[src/design/csm_pkg.sv]
// Constants for the card strobe timing and SDRAM mode-set block.
// Assumes one 200 MHz clock; the external bus clock is half that rate.
package csm_pkg;
  // Register byte addresses
  localparam logic [31:0] ADDR_TIMING = 32'h0000_0000;
  localparam logic [31:0] ADDR_WAITLO = 32'h0000_0004;
  localparam logic [31:0] ADDR_CONFIG = 32'h0000_0008;
  localparam logic [31:0] ADDR_STATUS = 32'h0000_000c;
  localparam logic [31:0] MODE_BASE_A2 = 32'hffff_d000;
  localparam logic [31:0] MODE_BASE_A3 = 32'hffff_e000;
  localparam logic [31:0] MODE_WIN_MASK = 32'hffff_f000;
  // Timing register fields
  localparam int A6_WAIT_HI = 15;
  localparam int A5_WAIT_HI = 14;
  localparam logic [15:0] TIMING_RSVD = 16'h3000;
  localparam logic [15:0] TIMING_RESET = 16'h0000;
  localparam int A5_TED2 = 11, A5_TED1 = 7, A5_TED0 = 6;
  localparam int A6_TED2 = 10, A6_TED1 = 5, A6_TED0 = 4;
  localparam int A5_TEH2 = 9, A5_TEH1 = 3, A5_TEH0 = 2;
  localparam int A6_TEH2 = 8, A6_TEH1 = 1, A6_TEH0 = 0;
  // Low wait bits register: area 5 in [2:0], area 6 in [5:3]
  localparam logic [2:0] WAITLO_RESET = 3'h7;
  localparam logic CONFIG_RESET_BUS32 = 1'b1;
  // Half-cycles of the bus clock per ref_clk cycle
  localparam int REF_CLK_MHZ = 200;
  localparam int BUS_CLK_MHZ = 100;
  localparam int HALF_PER_REF = (2 * BUS_CLK_MHZ) / REF_CLK_MHZ;
  localparam logic [1:0] RESP_OKAY = 2'h0;
  localparam logic [1:0] RESP_SLVERR = 2'h2;
  typedef enum logic [1:0] {
    SEQ_IDLE = 2'b00,
    SEQ_SETUP = 2'b01,
    SEQ_STROBE = 2'b10,
    SEQ_HOLD = 2'b11
  } csm_seq_t;
endpackage

[src/design/csm_card_timing.sv]
// Card strobe timing registers, card cycle sequencer and SDRAM mode set.
// Assumes an AXI4-Lite master and synchronous card and wait inputs.
//
// The AXI4-Lite register port and the register offsets were left to the implementer.
`timescale 1ns/1ps
`default_nettype none
module csm_card_timing
  import csm_pkg::*;
(
  // Clock and resets
  input wire logic ref_clk,
  input wire logic arst_n,
  input wire logic manual_rst_n,
  // AXI4-Lite slave
  input wire logic [31:0] s_axi_awaddr,
  input wire logic s_axi_awvalid,
  output logic s_axi_awready,
  input wire logic [31:0] s_axi_wdata,
  input wire logic [3:0] s_axi_wstrb,
  input wire logic s_axi_wvalid,
  output logic s_axi_wready,
  output logic [1:0] s_axi_bresp,
  output logic s_axi_bvalid,
  input wire logic s_axi_bready,
  input wire logic [31:0] s_axi_araddr,
  input wire logic s_axi_arvalid,
  output logic s_axi_arready,
  output logic [31:0] s_axi_rdata,
  output logic [1:0] s_axi_rresp,
  output logic s_axi_rvalid,
  input wire logic s_axi_rready,
  // Card cycle request and strobes
  input wire logic card_req,
  input wire logic card_area6,
  input wire logic card_wait,
  output logic card_busy,
  output logic card_addr_valid,
  output logic card_strobe_n,
  output logic card_done,
  output logic bus_clk_phase,
  // Decoded wait settings per area
  output logic [5:0] area5_wait_states,
  output logic [5:0] area5_burst_states,
  output logic area5_wait_pin_en,
  output logic [5:0] area6_wait_states,
  output logic [5:0] area6_burst_states,
  output logic area6_wait_pin_en,
  // SDRAM mode-set command
  output logic mode_set_cmd,
  output logic mode_set_area3,
  output logic [11:0] mode_set_addr
);

  ////////////////////////////////////////////////////////////////////////
  // Wait code table, shared by both areas
  function automatic logic [5:0] wait_states(input logic [3:0] code);
    logic [5:0] w;
    w = 6'h00;
    unique case (code)
      4'h0: w = 6'd0;
      4'h1: w = 6'd1;
      4'h2: w = 6'd2;
      4'h3: w = 6'd3;
      4'h4: w = 6'd4;
      4'h5: w = 6'd6;
      4'h6: w = 6'd8;
      4'h7: w = 6'd10;
      4'h8: w = 6'd12;
      4'h9: w = 6'd14;
      4'ha: w = 6'd18;
      4'hb: w = 6'd22;
      4'hc: w = 6'd26;
      4'hd: w = 6'd30;
      4'he: w = 6'd34;
      4'hf: w = 6'd38;
    endcase
    return w;
  endfunction

  // Burst states: one more than waits, but never below two
  function automatic logic [5:0] burst_states(input logic [3:0] code);
    return (code == 4'h0) ? 6'd2 : 6'(wait_states(code) + 6'd1);
  endfunction

  // A delay code in half cycles: 2 * code + 1
  function automatic logic [7:0] half_count(input logic [2:0] code);
    return {4'h0, code, 1'b1};
  endfunction

  ////////////////////////////////////////////////////////////////////////
  // Reset release through two flip-flops
  logic rst_meta;
  logic rst_n;
  always_ff @(posedge ref_clk or negedge arst_n) begin
    if (!arst_n) begin
      rst_meta <= 1'b0;
      rst_n <= 1'b0;
    end else begin
      rst_meta <= 1'b1;
      rst_n <= rst_meta;
    end
  end

  ////////////////////////////////////////////////////////////////////////
  // Registers
  logic [15:0] timing;
  logic [2:0] a5_wait_lo;
  logic [2:0] a6_wait_lo;
  logic bus32;
  logic [7:0] mode_a2;
  logic [7:0] mode_a3;
  logic [11:0] last_mode;

  // Codes joined from the high bit and the low bits
  wire [3:0] a5_code = {timing[A5_WAIT_HI], a5_wait_lo};
  wire [3:0] a6_code = {timing[A6_WAIT_HI], a6_wait_lo};
  wire [2:0] a5_ted = {timing[A5_TED2], timing[A5_TED1], timing[A5_TED0]};
  wire [2:0] a6_ted = {timing[A6_TED2], timing[A6_TED1], timing[A6_TED0]};
  wire [2:0] a5_teh = {timing[A5_TEH2], timing[A5_TEH1], timing[A5_TEH0]};
  wire [2:0] a6_teh = {timing[A6_TEH2], timing[A6_TEH1], timing[A6_TEH0]};

  // Same table for both areas
  assign area5_wait_states = wait_states(a5_code);
  assign area6_wait_states = wait_states(a6_code);
  assign area5_burst_states = burst_states(a5_code);
  assign area6_burst_states = burst_states(a6_code);
  assign area5_wait_pin_en = (a5_code != 4'h0);
  assign area6_wait_pin_en = (a6_code != 4'h0);

  ////////////////////////////////////////////////////////////////////////
  // AXI write path; address and data may arrive in either order
  logic [31:0] aw_addr;
  logic [31:0] w_data;
  logic [3:0] w_strb;
  logic aw_have;
  logic w_have;
  assign s_axi_awready = !aw_have && !s_axi_bvalid;
  assign s_axi_wready = !w_have && !s_axi_bvalid;

  wire do_write = aw_have && w_have && !s_axi_bvalid;
  wire wr_timing = do_write && (aw_addr == ADDR_TIMING);
  wire wr_waitlo = do_write && (aw_addr == ADDR_WAITLO);
  wire wr_config = do_write && (aw_addr == ADDR_CONFIG);
  wire wr_status = do_write && (aw_addr == ADDR_STATUS);
  wire in_win_a2 = (aw_addr & MODE_WIN_MASK) == MODE_BASE_A2;
  wire in_win_a3 = (aw_addr & MODE_WIN_MASK) == MODE_BASE_A3;
  wire wr_mode = do_write && (in_win_a2 || in_win_a3);
  wire wr_ok = wr_timing || wr_waitlo || wr_config || wr_status || wr_mode;

  // Mode value from the address offset only; data is dropped
  wire [11:0] mode_off = aw_addr[11:0];
  wire [11:0] mode_val = bus32 ? {2'h0, mode_off[11:2]}
                               : {1'h0, mode_off[11:1]};

  // Timing byte merge; reserved bits never stored
  wire [15:0] timing_merge = {
    s_axi_wstrb_sel(w_strb[1], w_data[15:8], timing[15:8]),
    s_axi_wstrb_sel(w_strb[0], w_data[7:0], timing[7:0])};
  function automatic logic [7:0] s_axi_wstrb_sel(input logic en,
      input logic [7:0] nv, input logic [7:0] ov);
    return en ? nv : ov;
  endfunction

  // Capture write address and data
  always_ff @(posedge ref_clk or negedge rst_n) begin
    if (!rst_n) begin
      aw_have <= 1'b0;
      w_have <= 1'b0;
      aw_addr <= 32'h0000_0000;
      w_data <= 32'h0000_0000;
      w_strb <= 4'h0;
    end else begin
      if (s_axi_awvalid && s_axi_awready) begin
        aw_have <= 1'b1;
        aw_addr <= s_axi_awaddr;
      end else if (do_write) begin
        aw_have <= 1'b0;
      end
      if (s_axi_wvalid && s_axi_wready) begin
        w_have <= 1'b1;
        w_data <= s_axi_wdata;
        w_strb <= s_axi_wstrb;
      end else if (do_write) begin
        w_have <= 1'b0;
      end
    end
  end

  // Write response: one cycle after both halves are held
  always_ff @(posedge ref_clk or negedge rst_n) begin
    if (!rst_n) begin
      s_axi_bvalid <= 1'b0;
      s_axi_bresp <= RESP_OKAY;
    end else if (do_write) begin
      s_axi_bvalid <= 1'b1;
      s_axi_bresp <= wr_ok ? RESP_OKAY : RESP_SLVERR;
    end else if (s_axi_bready) begin
      s_axi_bvalid <= 1'b0;
    end
  end

  // Power-on only: manual reset does not reach these
  always_ff @(posedge ref_clk or negedge rst_n) begin
    if (!rst_n) begin
      timing <= TIMING_RESET;
      a5_wait_lo <= WAITLO_RESET;
      a6_wait_lo <= WAITLO_RESET;
      bus32 <= CONFIG_RESET_BUS32;
    end else begin
      if (wr_timing) begin
        timing <= timing_merge & ~TIMING_RSVD;
      end
      if (wr_waitlo && w_strb[0]) begin
        a5_wait_lo <= w_data[2:0];
        a6_wait_lo <= w_data[5:3];
      end
      if (wr_config && w_strb[0]) begin
        bus32 <= w_data[0];
      end
    end
  end

  // Mode settings have no reset at all; undefined until written
  always_ff @(posedge ref_clk) begin
    if (wr_mode && in_win_a2) begin
      mode_a2 <= mode_val[7:0];
    end
    if (wr_mode && in_win_a3) begin
      mode_a3 <= mode_val[7:0];
    end
  end

  // Mode-set command pulse to the addressed memory
  always_ff @(posedge ref_clk or negedge rst_n) begin
    if (!rst_n) begin
      mode_set_cmd <= 1'b0;
      mode_set_area3 <= 1'b0;
      mode_set_addr <= 12'h000;
      last_mode <= 12'h000;
    end else begin
      mode_set_cmd <= wr_mode && manual_rst_n;
      if (wr_mode) begin
        mode_set_area3 <= in_win_a3;
        mode_set_addr <= mode_val;
        last_mode <= mode_val;
      end
    end
  end

  ////////////////////////////////////////////////////////////////////////
  // AXI read path; mode windows read as zero since they are write only
  wire [31:0] rd_data =
    (s_axi_araddr == ADDR_TIMING) ? {16'h0000, timing & ~TIMING_RSVD} :
    (s_axi_araddr == ADDR_WAITLO) ? {26'h0, a6_wait_lo, a5_wait_lo} :
    (s_axi_araddr == ADDR_CONFIG) ? {31'h0, bus32} :
    (s_axi_araddr == ADDR_STATUS) ? {15'h0, card_busy, 4'h0, last_mode} :
    32'h0000_0000;
  wire rd_hit = (s_axi_araddr == ADDR_TIMING) ||
                (s_axi_araddr == ADDR_WAITLO) ||
                (s_axi_araddr == ADDR_CONFIG) ||
                (s_axi_araddr == ADDR_STATUS) ||
                ((s_axi_araddr & MODE_WIN_MASK) == MODE_BASE_A2) ||
                ((s_axi_araddr & MODE_WIN_MASK) == MODE_BASE_A3);
  assign s_axi_arready = !s_axi_rvalid;

  // Read answer one cycle after the address is taken
  always_ff @(posedge ref_clk or negedge rst_n) begin
    if (!rst_n) begin
      s_axi_rvalid <= 1'b0;
      s_axi_rdata <= 32'h0000_0000;
      s_axi_rresp <= RESP_OKAY;
    end else if (s_axi_arvalid && s_axi_arready) begin
      s_axi_rvalid <= 1'b1;
      s_axi_rdata <= rd_data;
      s_axi_rresp <= rd_hit ? RESP_OKAY : RESP_SLVERR;
    end else if (s_axi_rready) begin
      s_axi_rvalid <= 1'b0;
    end
  end

  ////////////////////////////////////////////////////////////////////////
  // Card cycle sequencer, one ref_clk per bus half-cycle
  csm_seq_t state;
  csm_seq_t next_state;
  logic [7:0] cnt;
  logic [7:0] next_cnt;
  logic area6_q;

  wire [2:0] sel_ted = area6_q ? a6_ted : a5_ted;
  wire [2:0] sel_teh = area6_q ? a6_teh : a5_teh;
  wire [5:0] sel_wait = area6_q ? area6_wait_states : area5_wait_states;
  wire sel_pin_en = area6_q ? area6_wait_pin_en : area5_wait_pin_en;
  wire [2:0] req_ted = card_area6 ? a6_ted : a5_ted;
  // Strobe width in halves: whole bus cycles, one plus the waits
  wire [7:0] strobe_halves = {1'b0, 6'(sel_wait + 6'd1), 1'b0};
  wire stretch = sel_pin_en && card_wait;

  // Odd half counts put each strobe edge on the opposite phase
  always_comb begin
    next_state = state;
    next_cnt = cnt;
    unique case (state)
      SEQ_IDLE: begin
        if (card_req) begin
          next_state = SEQ_SETUP;
          next_cnt = half_count(req_ted);
        end
      end
      SEQ_SETUP: begin
        next_cnt = 8'(cnt - 8'd1);
        if (cnt == 8'd1) begin
          next_state = SEQ_STROBE;
          next_cnt = strobe_halves;
        end
      end
      SEQ_STROBE: begin
        next_cnt = 8'(cnt - 8'd1);
        if (cnt == 8'd1 && stretch) begin
          next_cnt = 8'd2;
        end else if (cnt == 8'd1) begin
          next_state = SEQ_HOLD;
          next_cnt = half_count(sel_teh);
        end
      end
      SEQ_HOLD: begin
        next_cnt = 8'(cnt - 8'd1);
        if (cnt == 8'd1) begin
          next_state = SEQ_IDLE;
        end
      end
    endcase
  end

  // Sequencer state; manual reset abandons a cycle
  always_ff @(posedge ref_clk or negedge rst_n) begin
    if (!rst_n) begin
      state <= SEQ_IDLE;
      cnt <= 8'h00;
      area6_q <= 1'b0;
      bus_clk_phase <= 1'b0;
    end else if (!manual_rst_n) begin
      state <= SEQ_IDLE;
      cnt <= 8'h00;
      bus_clk_phase <= ~bus_clk_phase;
    end else begin
      state <= next_state;
      cnt <= next_cnt;
      bus_clk_phase <= ~bus_clk_phase;
      if (state == SEQ_IDLE && card_req) begin
        area6_q <= card_area6;
      end
    end
  end

  // Pin outputs from flops
  always_ff @(posedge ref_clk or negedge rst_n) begin
    if (!rst_n) begin
      card_addr_valid <= 1'b0;
      card_strobe_n <= 1'b1;
      card_done <= 1'b0;
    end else begin
      card_addr_valid <= manual_rst_n && (next_state != SEQ_IDLE);
      card_strobe_n <= !(manual_rst_n && next_state == SEQ_STROBE);
      card_done <= manual_rst_n && state == SEQ_HOLD && cnt == 8'd1;
    end
  end
  assign card_busy = (state != SEQ_IDLE);

  ////////////////////////////////////////////////////////////////////////
  // Checks
  timing_rsvd_a: assert property (@(posedge ref_clk) disable iff (!rst_n)
    (timing & TIMING_RSVD) == 16'h0000)
    else $error("reserved timing bits set");
  wait_table_a: assert property (@(posedge ref_clk) disable iff (!rst_n)
    a5_code == a6_code |-> area5_wait_states == area6_wait_states)
    else $error("area wait tables differ");
  wait_top_a: assert property (@(posedge ref_clk) disable iff (!rst_n)
    a5_code == 4'hf |-> area5_wait_states == 6'd38
      && area5_burst_states == 6'd39)
    else $error("top wait code wrong");
  burst_zero_a: assert property (@(posedge ref_clk) disable iff (!rst_n)
    a6_code == 4'h0 |-> area6_burst_states == 6'd2
      && !area6_wait_pin_en)
    else $error("code zero burst wrong");
  mode_shift_a: assert property (@(posedge ref_clk) disable iff (!rst_n)
    wr_mode && manual_rst_n && bus32 |=> mode_set_cmd
      && mode_set_addr == {2'h0, $past(aw_addr[11:2])})
    else $error("mode value not shifted by two");
  mode_half_a: assert property (@(posedge ref_clk) disable iff (!rst_n)
    wr_mode && !bus32 |=> mode_set_addr == {1'h0, $past(aw_addr[11:1])})
    else $error("mode value not shifted by one");
  mode_area_a: assert property (@(posedge ref_clk) disable iff (!rst_n)
    wr_mode |=> mode_set_area3 == $past(in_win_a3))
    else $error("mode area decode wrong");
  mode_store_a: assert property (@(posedge ref_clk) disable iff (!rst_n)
    wr_mode |=> ($past(in_win_a3) ? mode_a3 : mode_a2)
      == $past(mode_val[7:0]))
    else $error("mode setting not stored");
  setup_delay_a: assert property (@(posedge ref_clk) disable iff (!rst_n)
    state == SEQ_IDLE && card_req && manual_rst_n && req_ted == 3'h0
      |=> card_addr_valid && card_strobe_n ##1 !card_strobe_n)
    else $error("half-cycle assert delay wrong");
  hold_delay_a: assert property (@(posedge ref_clk)
    disable iff (!rst_n || !manual_rst_n)
    $rose(card_strobe_n) && card_addr_valid && sel_teh == 3'h1
      |-> card_addr_valid [*3] ##1 !card_addr_valid)
    else $error("address hold delay wrong");
  timing_keep_a: assert property (@(posedge ref_clk) disable iff (!rst_n)
    !manual_rst_n && !wr_timing |=> $stable(timing))
    else $error("manual reset changed timing");

endmodule
`default_nettype wire

[config.mk]
export PLATFORM = sky130hd
export DESIGN_NAME = csm_card_timing
export DESIGN_NICKNAME = d
export VERILOG_FILES = /design/src/design/csm_pkg.sv /design/src/design/csm_card_timing.sv
export SDC_FILE = /design/constraint.sdc
export NUM_CORES = 1
export LEC_CHECK = 0
export BUFFER_PORTS_ARGS = -buffer_cell sky130_fd_sc_hd__buf_2
export CORE_MARGIN = 1.5
export CORE_UTILIZATION = 38
export CTS_BUF_LIST = sky130_fd_sc_hd__clkbuf_4
export CTS_CLUSTER_SIZE = 10
export DETAILED_ROUTE_END_ITERATION = 12
export SYNTH_ARGS = -nofsm -noshare
export SYNTH_HDL_FRONTEND = slang
export SYNTH_SLANG_ARGS = --single-unit
export TNS_END_PERCENT = 50
[constraint.sdc]
create_clock -name ref_clk -period 3.9 [get_ports ref_clk]
set_input_delay 0.39 -clock ref_clk [delete_from_list [all_inputs] [get_ports ref_clk]]
set_output_delay 0.39 -clock ref_clk [all_outputs]
set_load 0.005 [all_outputs]
==> results.cfg, run 1 <==
[run_status]
status = complete, no violations

[clock_network]
cts_resized = 0
cts_buffers = 17
cts_sinks = 120
cts_setup_buffers = 0
cts_hold_buf = 3
cts-root-buf = clkbuf_4
insertion_delay_ps = 540
clockBufferDepth = 2
cts_tree = built
clk_pin_slew_ps = 110
h-tree-depth = 4

[floorplanning]
start_util_pct = 39.1
die-height_um = 131
die_area_sq_um = 17200
num_io_pins = 197
rows = 46
die_w_um = 131
coreArea_sq_um = 16000

[placement]
placedCellCount = 912
portBuffers = 156
gp_congestion = 0.907
hpwl_um = 12500

[logic_synthesis]
yosysTopAreaCellShare_pct = 44.8
synthCells = 565
syn_avg_cell_area_sq_um = 11.1
synth_top_area_cell = dfrtp_1
yosysUniqueCellTypes = 64
synth_seq_cells = 120
synth_edf_count = 0
synth_ff_type = dfrtp_1
netlist_top_cells_area = dfrtp_1 (45%), mux2_2 (12%), dfstp_2 (3.4%), a22o_1 (2.9%), mux2i_1 (2.7%)
ys_seq_area_share_pct = 48.2
syn_area_sq_um = 6260
async_flop_share_pct = 100
ys_warn_count = 0

[timing]
final.min_clock_period_ps = 2920
worst_clock_skew_ps = 19.9
rsz0062_at_grt = no
slew-limit-headroom_pct = 38.5
slew_viol_final = 0
min_period_over_period_pct = 74.9
hold_violations = 0
worst_pin_slew_ps = 923
clock.fmax_mhz = 342
setup_viol = 0
fin_setup_tns_ps = 0

[critical_path]
end_kind = output port
max_stage_delay_ps = 630
crit_path_start = a6_wait_lo[0]
arrival_ps = 2530
critPathBufInv = 1
path_cells = nor3b_1, ha_1, nand3_1, xnor2_1, nor2_1, buf_2
start_kind = flip-flop
slowest_stage = dfstp_2
crit_required_ps = 3510
worstPathMaxFanout = 7
criticalPathCategory = flip-flop to output port
crit-reg2reg-launch = a6_wait_lo[0]
cp_top_family = simple AND/OR/NAND/NOR gates

[power_and_ir_drop]
power_density_nw_per_um2 = 485
p_leak_nw = 3.60
ir_drop_mv = 0.299
power_mw = 3.63

[detailed_routing]
drtIter0Drc = 236
drt_first_pass_iters = 5
drc = 0
ant_nets = 0
wl_per_cell_um = 17.2
vias = 4956
drt-total-wl_um = 16300
vias_per_cell = 5.23

[global_routing]
grt_pass1_vias = 5020
grt-ovfl-total = 0
antenna_found_initial = 1
grt_usage_pct = 19.5
grt_pass1_wl_um = 26500
grt_max_degree = 73

[flow_run]
cap_violations = 0

[layout]
layout-drive-gt1-share_pct = 39.4
fin_nets = 841
area.growth.synth_to_final_pct = 19.7
final_cells = 948
nFillCells = 1544

[hold_path]
min_path_type = input pin to flip-flop
min_from = s_axi_wdata[0]
==> cells in the final DEF (no fill, tap or decap), drive strengths merged, types with 6 or more instances in the layout <==
master / netlist / routed
buf: 26 / 160
dfrtp: 112 / 112
mux2: 73 / 73
nand2: 39 / 39
nor2: 32 / 32
o21ai: 26 / 26
inv: 22 / 23
a22o: 21 / 21
conb: 2 / 21
nor4: 20 / 20
clkbuf: 22 / 18
mux2i: 17 / 17
a21oi: 15 / 15
xnor2: 13 / 13
nand4: 13 / 13
ha: 12 / 12
nand3: 11 / 11
nor3: 9 / 9
dfstp: 8 / 8
and2: 7 / 7
clkinv: 1 / 6
==> final timing paths <==
path / to / slack (ps) / cells after the start
max: area6_burst_states[4] / 980 / 6
min in group asynchronous: rst_n / 150 / 2
max reg2reg: cnt[3] / 1380 / 6
max in group asynchronous: card_strobe_n / 2520 / 1
min reg2reg: rst_n / 360 / 0
min: w_data[0] / 70 / 2
==> flip-flops by register name (all words and copies together) (netlist names), 2 cells and up <==
signal,cells
cnt,8
a5_wait_lo,3
timing,14
state,2
w_strb,2
a6_wait_lo,3
aw_addr,32
w_data,14
last_mode,11
s_axi_rdata,15
==> metrics by stage <==
stage / util [%] / hold slack [ps] / area [sq um] / setup WS, ps
finish: 46.8 / 71.3 / 7490 / 977
global route: 46.8 / 27.7 / 7490 / 763
CTS: 46.8 / 30.8 / 7490 / 927
detailed placement: 44.7 / 177 / 7140 / 1380
global placement: 44.7 / 175 / 7140 / 1430
floorplan: - / 94.4 / 6330 / 323
==> cell families (layout without fill, tap and decap cells) <==
group	Yosys count	in the layout	synth area share, %
AND/OR/NAND/NOR	154	154	13.8
flip-flops	120	120	48.2
AO/OA/AOI/OAI	102	102	11.5
multiplexers	91	91	16.6
buffers and inverters	71	218	5.68
XOR/XNOR	13	13	1.82
adder cells (fa/ha/maj)	12	12	2.40
other	2	22	0.120
==> routing by layer <==
metal | part of all wire [%] | vias up | global-route usage [%]
met4 | 1.3 | 0 | 5.62
met3 | 7.5 | 19 | 6.37
met1 | 42 | 2396 | 23.5
li1 | - | 2333 | -
met2 | 49 | 208 | 33.2
met5 | 0 | - | 0
==> cells in the mapped netlist, types with 4 or more instances <==
cell type and count:
dfrtp_1 112, mux2_2 67, nand2_1 38, nor2_1 32, o21ai_0 26, clkbuf_1 22, inv_1 22, a22o_1 21
buf_4 21, mux2i_1 17, nor4_1 17, a21oi_1 15, nand4_1 13, xnor2_1 13, ha_1 12, nand3_1 11
dfstp_2 8, nor3_1 8, and2_1 6, mux2_4 6, a31oi_1 4, a32o_1 4, nand2b_1 4, o31ai_1 4
or2_2 4
==> report_power, final <==
group / total (mW) / internal (mW) / switching, mW / leakage (nW)
registers: 1.86 / 1.54 / 0.313 / 1.51
logic: 0.795 / 0.455 / 0.341 / 1.94
clock network: 0.982 / 0.508 / 0.474 / 0.157
==> area by class of cell <==
class	count	area [sq um]	share of cell area, %
Clock inverter	14	180	2.40
Sequential cell	120	3020	40.3
Clock buffer	18	135	1.80
Timing Repair Buffer	163	841	11.2
Tap cell	216	270	3.61
Multi-Input combinational cell	393	2960	39.5
Inverter	23	86.3	1.15
Antenna cell	1	2.50	0.0334
Note: power is estimated with default switching activity, not from simulation.
==> run 2: changes to the inputs <==
==> constraint.sdc (replaced) <==
create_clock -name ref_clk -period 3.1 [get_ports ref_clk]
set_input_delay 0.31 -clock ref_clk [delete_from_list [all_inputs] [get_ports ref_clk]]
set_output_delay 0.31 -clock ref_clk [all_outputs]
set_load 0.005 [all_outputs]
==> results.cfg, run 2 (synthesis results as in run 1) <==
[timing]
slew-limit-headroom_pct = 39.0
hold_violations = 0
final.min_clock_period_ps = 2730
clock.fmax_mhz = 366
slew_viol_final = 0
setup_viol = 0
min_period_over_period_pct = 88.0
worst_pin_slew_ps = 912
worst_clock_skew_ps = 22.8
setup_ws_ps = 371

[critical_path]
path_cells = ha_1, nor2_1, a21oi_1, nand3_1, xnor2_1, nor2_1, buf_2
critPathBufInv = 1
criticalPathCategory = flip-flop to output port
arrival_ps = 2420
worstSetupPathDepth = 7
worstRegToRegCells = 7
cp_top_family = flip-flops
crit-reg2reg-launch = timing[15]
r2r_slack_ps = 720
worstPathMaxFanout = 12
max_stage_delay_ps = 700
slowest_stage = dfstp_2
crit_required_ps = 2790
endpoint = area5_burst_states[4]
cp_common_cell = nor2_1
rr_endpoint = cnt[3]
start_kind = flip-flop
crit_path_start = a5_wait_lo[2]
end_kind = output port

[layout]
largest_reg_flops = 32
fin_area_sq_um = 7970
final_cell_mix = buf_2 (156), dfrtp_1 (111), mux2_2 (67), dlygate4sd3_1 (51), nand2_1 (38)
fin_nets = 894
layout-drive-gt1-share_pct = 37.4
top_register = aw_addr
layout_commonest_cell = buf_2
area.growth.synth_to_final_pct = 27.3
largestRegisters = aw_addr (32), s_axi_rdata (15)

[placement]
dp_slack_ps = 744
dpl_cell_area_sq_um = 7190
hpwl_um = 12300
gp_congestion = 0.940
portBuffers = 156

[detailed_routing]
drc = 0
ant_nets = 0
drtIter0Drc = 312
vias_per_cell = 5.09
vias = 5096
drt-total-wl_um = 16400
wl_per_cell_um = 16.4
drt_first_pass_iters = 4

[floorplanning]
die_w_um = 131
coreArea_sq_um = 16000
die_area_sq_um = 17200
rows = 46
die-height_um = 131
start_util_pct = 39.1
num_io_pins = 197

[clock_network]
cts_sinks = 120
h-tree-depth = 4
cts_tree = built
clk_pin_slew_ps = 100
cts-root-buf = clkbuf_4
cts_buffers = 17
insertion_delay_ps = 540
clockBufferDepth = 2

[flow_run]
cap_violations = 0

[global_routing]
grt_max_degree = 62
grt-ovfl-total = 0
grt_pass1_wl_um = 26800
grt_usage_pct = 19.7
antenna_found_initial = 1
grt_pass1_vias = 5201

[run_status]
status = complete, no violations

[power_and_ir_drop]
ir_drop_mv = 0.370
p_leak_nw = 3.82
power_density_nw_per_um2 = 560

[hold_path]
min_path_type = input pin to flip-flop
## run 2: per-stage QoR
step                hold WS, ps  total power [mW]  std cells  setup TNS [ps]  utilization, %
global placement           94.9              3.33        917               0            45.0
floorplan                  14.4              3.04        584               0               -
detailed placement         97.3              3.39        917               0            45.0
global route              -11.9              4.76       1001           -12.5            49.8
CTS                       0.407              4.51       1000               0            49.8
finish                     49.7              4.46       1001               0            49.8
## run 2: worst min-delay path by stage
stage,startpoint,end,slack [ps],cells past startpoint
floorplan,arst_n,rst_meta,10,0
finish,s_axi_wdata[14],w_data[14],50,2
CTS,s_axi_wdata[7],w_data[7],0.4,2
global placement,arst_n,rst_meta,90,1
global route,s_axi_wdata[14],w_data[14],-10,2
detailed placement,arst_n,rst_meta,100,1
## run 2: layout make-up
class	count	area, sq um
clock inverters	12	109
fillers	1501	8030
well taps	216	270
diodes	1	2.50
inverters	23	86.3
clock buffers	20	150
multi-input cells	393	2960
repair buffers	216	1370
flip-flops and latches	120	3020
## run 2: what timing repair did
action                    in CTS  in global routing
resized for setup              0                  0
hold endpoints to repair      52                  0
hold buffers                  51                  0
setup buffers                  0                  0
## run 2: routing by layer
metal  routed length [um]  vias to the layer above  GRT usage, %
li1                     -                     2435             -
met2                 8310                      192          34.2
met1                 6810                     2444          23.0
met5                    0                        -             0
met4                  288                        0          7.59
met3                 1040                       25          5.59
## run 2: power breakdown
part | switching, mW | internal [mW] | total (mW)
Sequential | 0.376 | 1.94 | 2.32
Clock | 0.566 | 0.488 | 1.05
Combinational | 0.462 | 0.626 | 1.09
Total | 1.40 | 3.06 | 4.46
==> run 3: changes to the inputs <==
==> constraint.sdc (replaced) <==
create_clock -name ref_clk -period 2.7 [get_ports ref_clk]
set_input_delay 0.27 -clock ref_clk [delete_from_list [all_inputs] [get_ports ref_clk]]
set_output_delay 0.27 -clock ref_clk [all_outputs]
set_load 0.005 [all_outputs]
==> results.cfg, run 3 (synthesis results as in run 1) <==
[clock_network]
cts-root-buf = clkbuf_4
clockBufferDepth = 2
insertion_delay_ps = 530
cts_tree = built
cts_buffers = 17
clk_pin_slew_ps = 100
cts_sinks = 120
h-tree-depth = 4

[global_routing]
grt_max_degree = 46
grt_usage_pct = 19.8
grt_pass1_wl_um = 26900
antenna_found_initial = 2
grt_pass1_vias = 5143
grt-ovfl-total = 0

[critical_path]
end_kind = output port
max_stage_delay_ps = 630
path_cells = nor2_1, a22oi_1, buf_4, ha_1, or2_2, buf_2
worstPathMaxFanout = 7
start_kind = flip-flop
criticalPathCategory = flip-flop to output port
cp_top_family = flip-flops
critPathBufInv = 2
slowest_stage = dfstp_2
crit_required_ps = 2430
arrival_ps = 2300

[power_and_ir_drop]
p_leak_nw = 3.89
ir_drop_mv = 0.568
power_density_nw_per_um2 = 627

[timing]
min_period_over_period_pct = 95.1
final.min_clock_period_ps = 2570
worst_clock_skew_ps = 14.5
hold_violations = 0
slew-limit-headroom_pct = 56.5
clock.fmax_mhz = 389
setup_viol = 0
worst_pin_slew_ps = 646
fin_setup_tns_ps = 0
slew_viol_final = 0

[layout]
layout_commonest_cell = buf_2
finish.utilization_pct = 50.5
largest_reg_flops = 32
final_cell_mix = buf_2 (156), dfrtp_1 (110), mux2_2 (67), dlygate4sd3_1 (53), nand2_1 (38)
fin_nets = 908
largestRegisters = aw_addr (32), s_axi_rdata (15)
layout-drive-gt1-share_pct = 38.5
top_register = aw_addr
multi_input_area_sq_um = 2990
nFillCells = 1498
area.growth.synth_to_final_pct = 29.1
regArea_sq_um = 3020

[run_status]
status = complete, no violations

[hold_path]
min_path_type = input pin to async pin

[floorplanning]
num_io_pins = 197
die_w_um = 131
start_util_pct = 39.1
coreArea_sq_um = 16000
die-height_um = 131
rows = 46
die_area_sq_um = 17200

[detailed_routing]
drtIter0Drc = 194
vias = 5165
ant_nets = 0
drc = 0
vias_per_cell = 5.09
drt_first_pass_iters = 4
drt-total-wl_um = 16800
wl_per_cell_um = 16.6

[placement]
hpwl_um = 12500
gp_congestion = 0.918
portBuffers = 156

[flow_run]
cap_violations = 0
run 3: layout make-up:
type / count / share of cell area, %
Sequential cell: 120 / 37.4
Multi-Input combinational cell: 393 / 37.0
Timing Repair Buffer: 230 / 18.3
Tap cell: 216 / 3.35
Clock buffer: 23 / 2.14
Inverter: 23 / 1.07
Clock inverter: 8 / 0.713
Antenna cell: 2 / 0.0620
run 3: path summary, 6_finish.rpt:
kind                          startpoint                     to  slack [ps]  cells past startpoint
max in group asynchronous          rst_n            aw_addr[28]        1520                      1
hold reg to reg                    rst_n             aw_addr[1]         340                      0
hold / removal                    arst_n                  rst_n          60                      2
min in group ref_clk          card_area6                area6_q         150                      2
setup reg to reg             aw_addr[12]          a6_wait_lo[2]         310                      5
setup / recovery           a6_wait_lo[0]  area6_burst_states[1]         130                      6
run 3: per-stage QoR:
| stage | area [sq um] | power (mW) | worst slack [ps] | hold WS [ps] | instances |
|---|---|---|---|---|---|
| final | 8080 | 5.07 | 133 | 57.0 | 1015 |
| after global routing | 8080 | 5.38 | -5.58 | 6.95 | 1015 |
| after CTS | 8010 | 5.11 | 3.75 | 5.15 | 1007 |
| after detailed placement | 7240 | 3.92 | 316 | 58.6 | 923 |
| after global placement | 7240 | 3.85 | 368 | 55.1 | 923 |
| after floorplan | 6330 | 3.49 | 463 | -25.6 | 584 |
run 3: per-layer routing:
| metal | part of all wire, % | routed length [um] | vias up | global-route usage (%) |
|---|---|---|---|---|
| met5 | 0 | 0 | - | 0 |
| met4 | 2.1 | 352 | 0 | 6.91 |
| met3 | 5.9 | 1000 | 28 | 5.56 |
| met2 | 50 | 8470 | 177 | 33.7 |
| met1 | 42 | 7020 | 2495 | 24.0 |
| li1 | - | - | 2465 | - |
run 3: power breakdown:
part | leakage, nW | internal (mW) | switching [mW]
combinational | 2.24 | 0.727 | 0.541
clock | 0.133 | 0.494 | 0.631
sequential | 1.51 | 2.23 | 0.443
total | 3.89 | 3.45 | 1.61
run 3: timing repair:
action                                  4_1_cts  5_1_grt
hold buffers                                 53        0
endpoints found under the setup margin        2        7
gates resized for setup                       2        5
buffers inserted                              0        6
hold endpoints to repair                     54        0
cloned                                        0        0
pin swaps                                     0        1
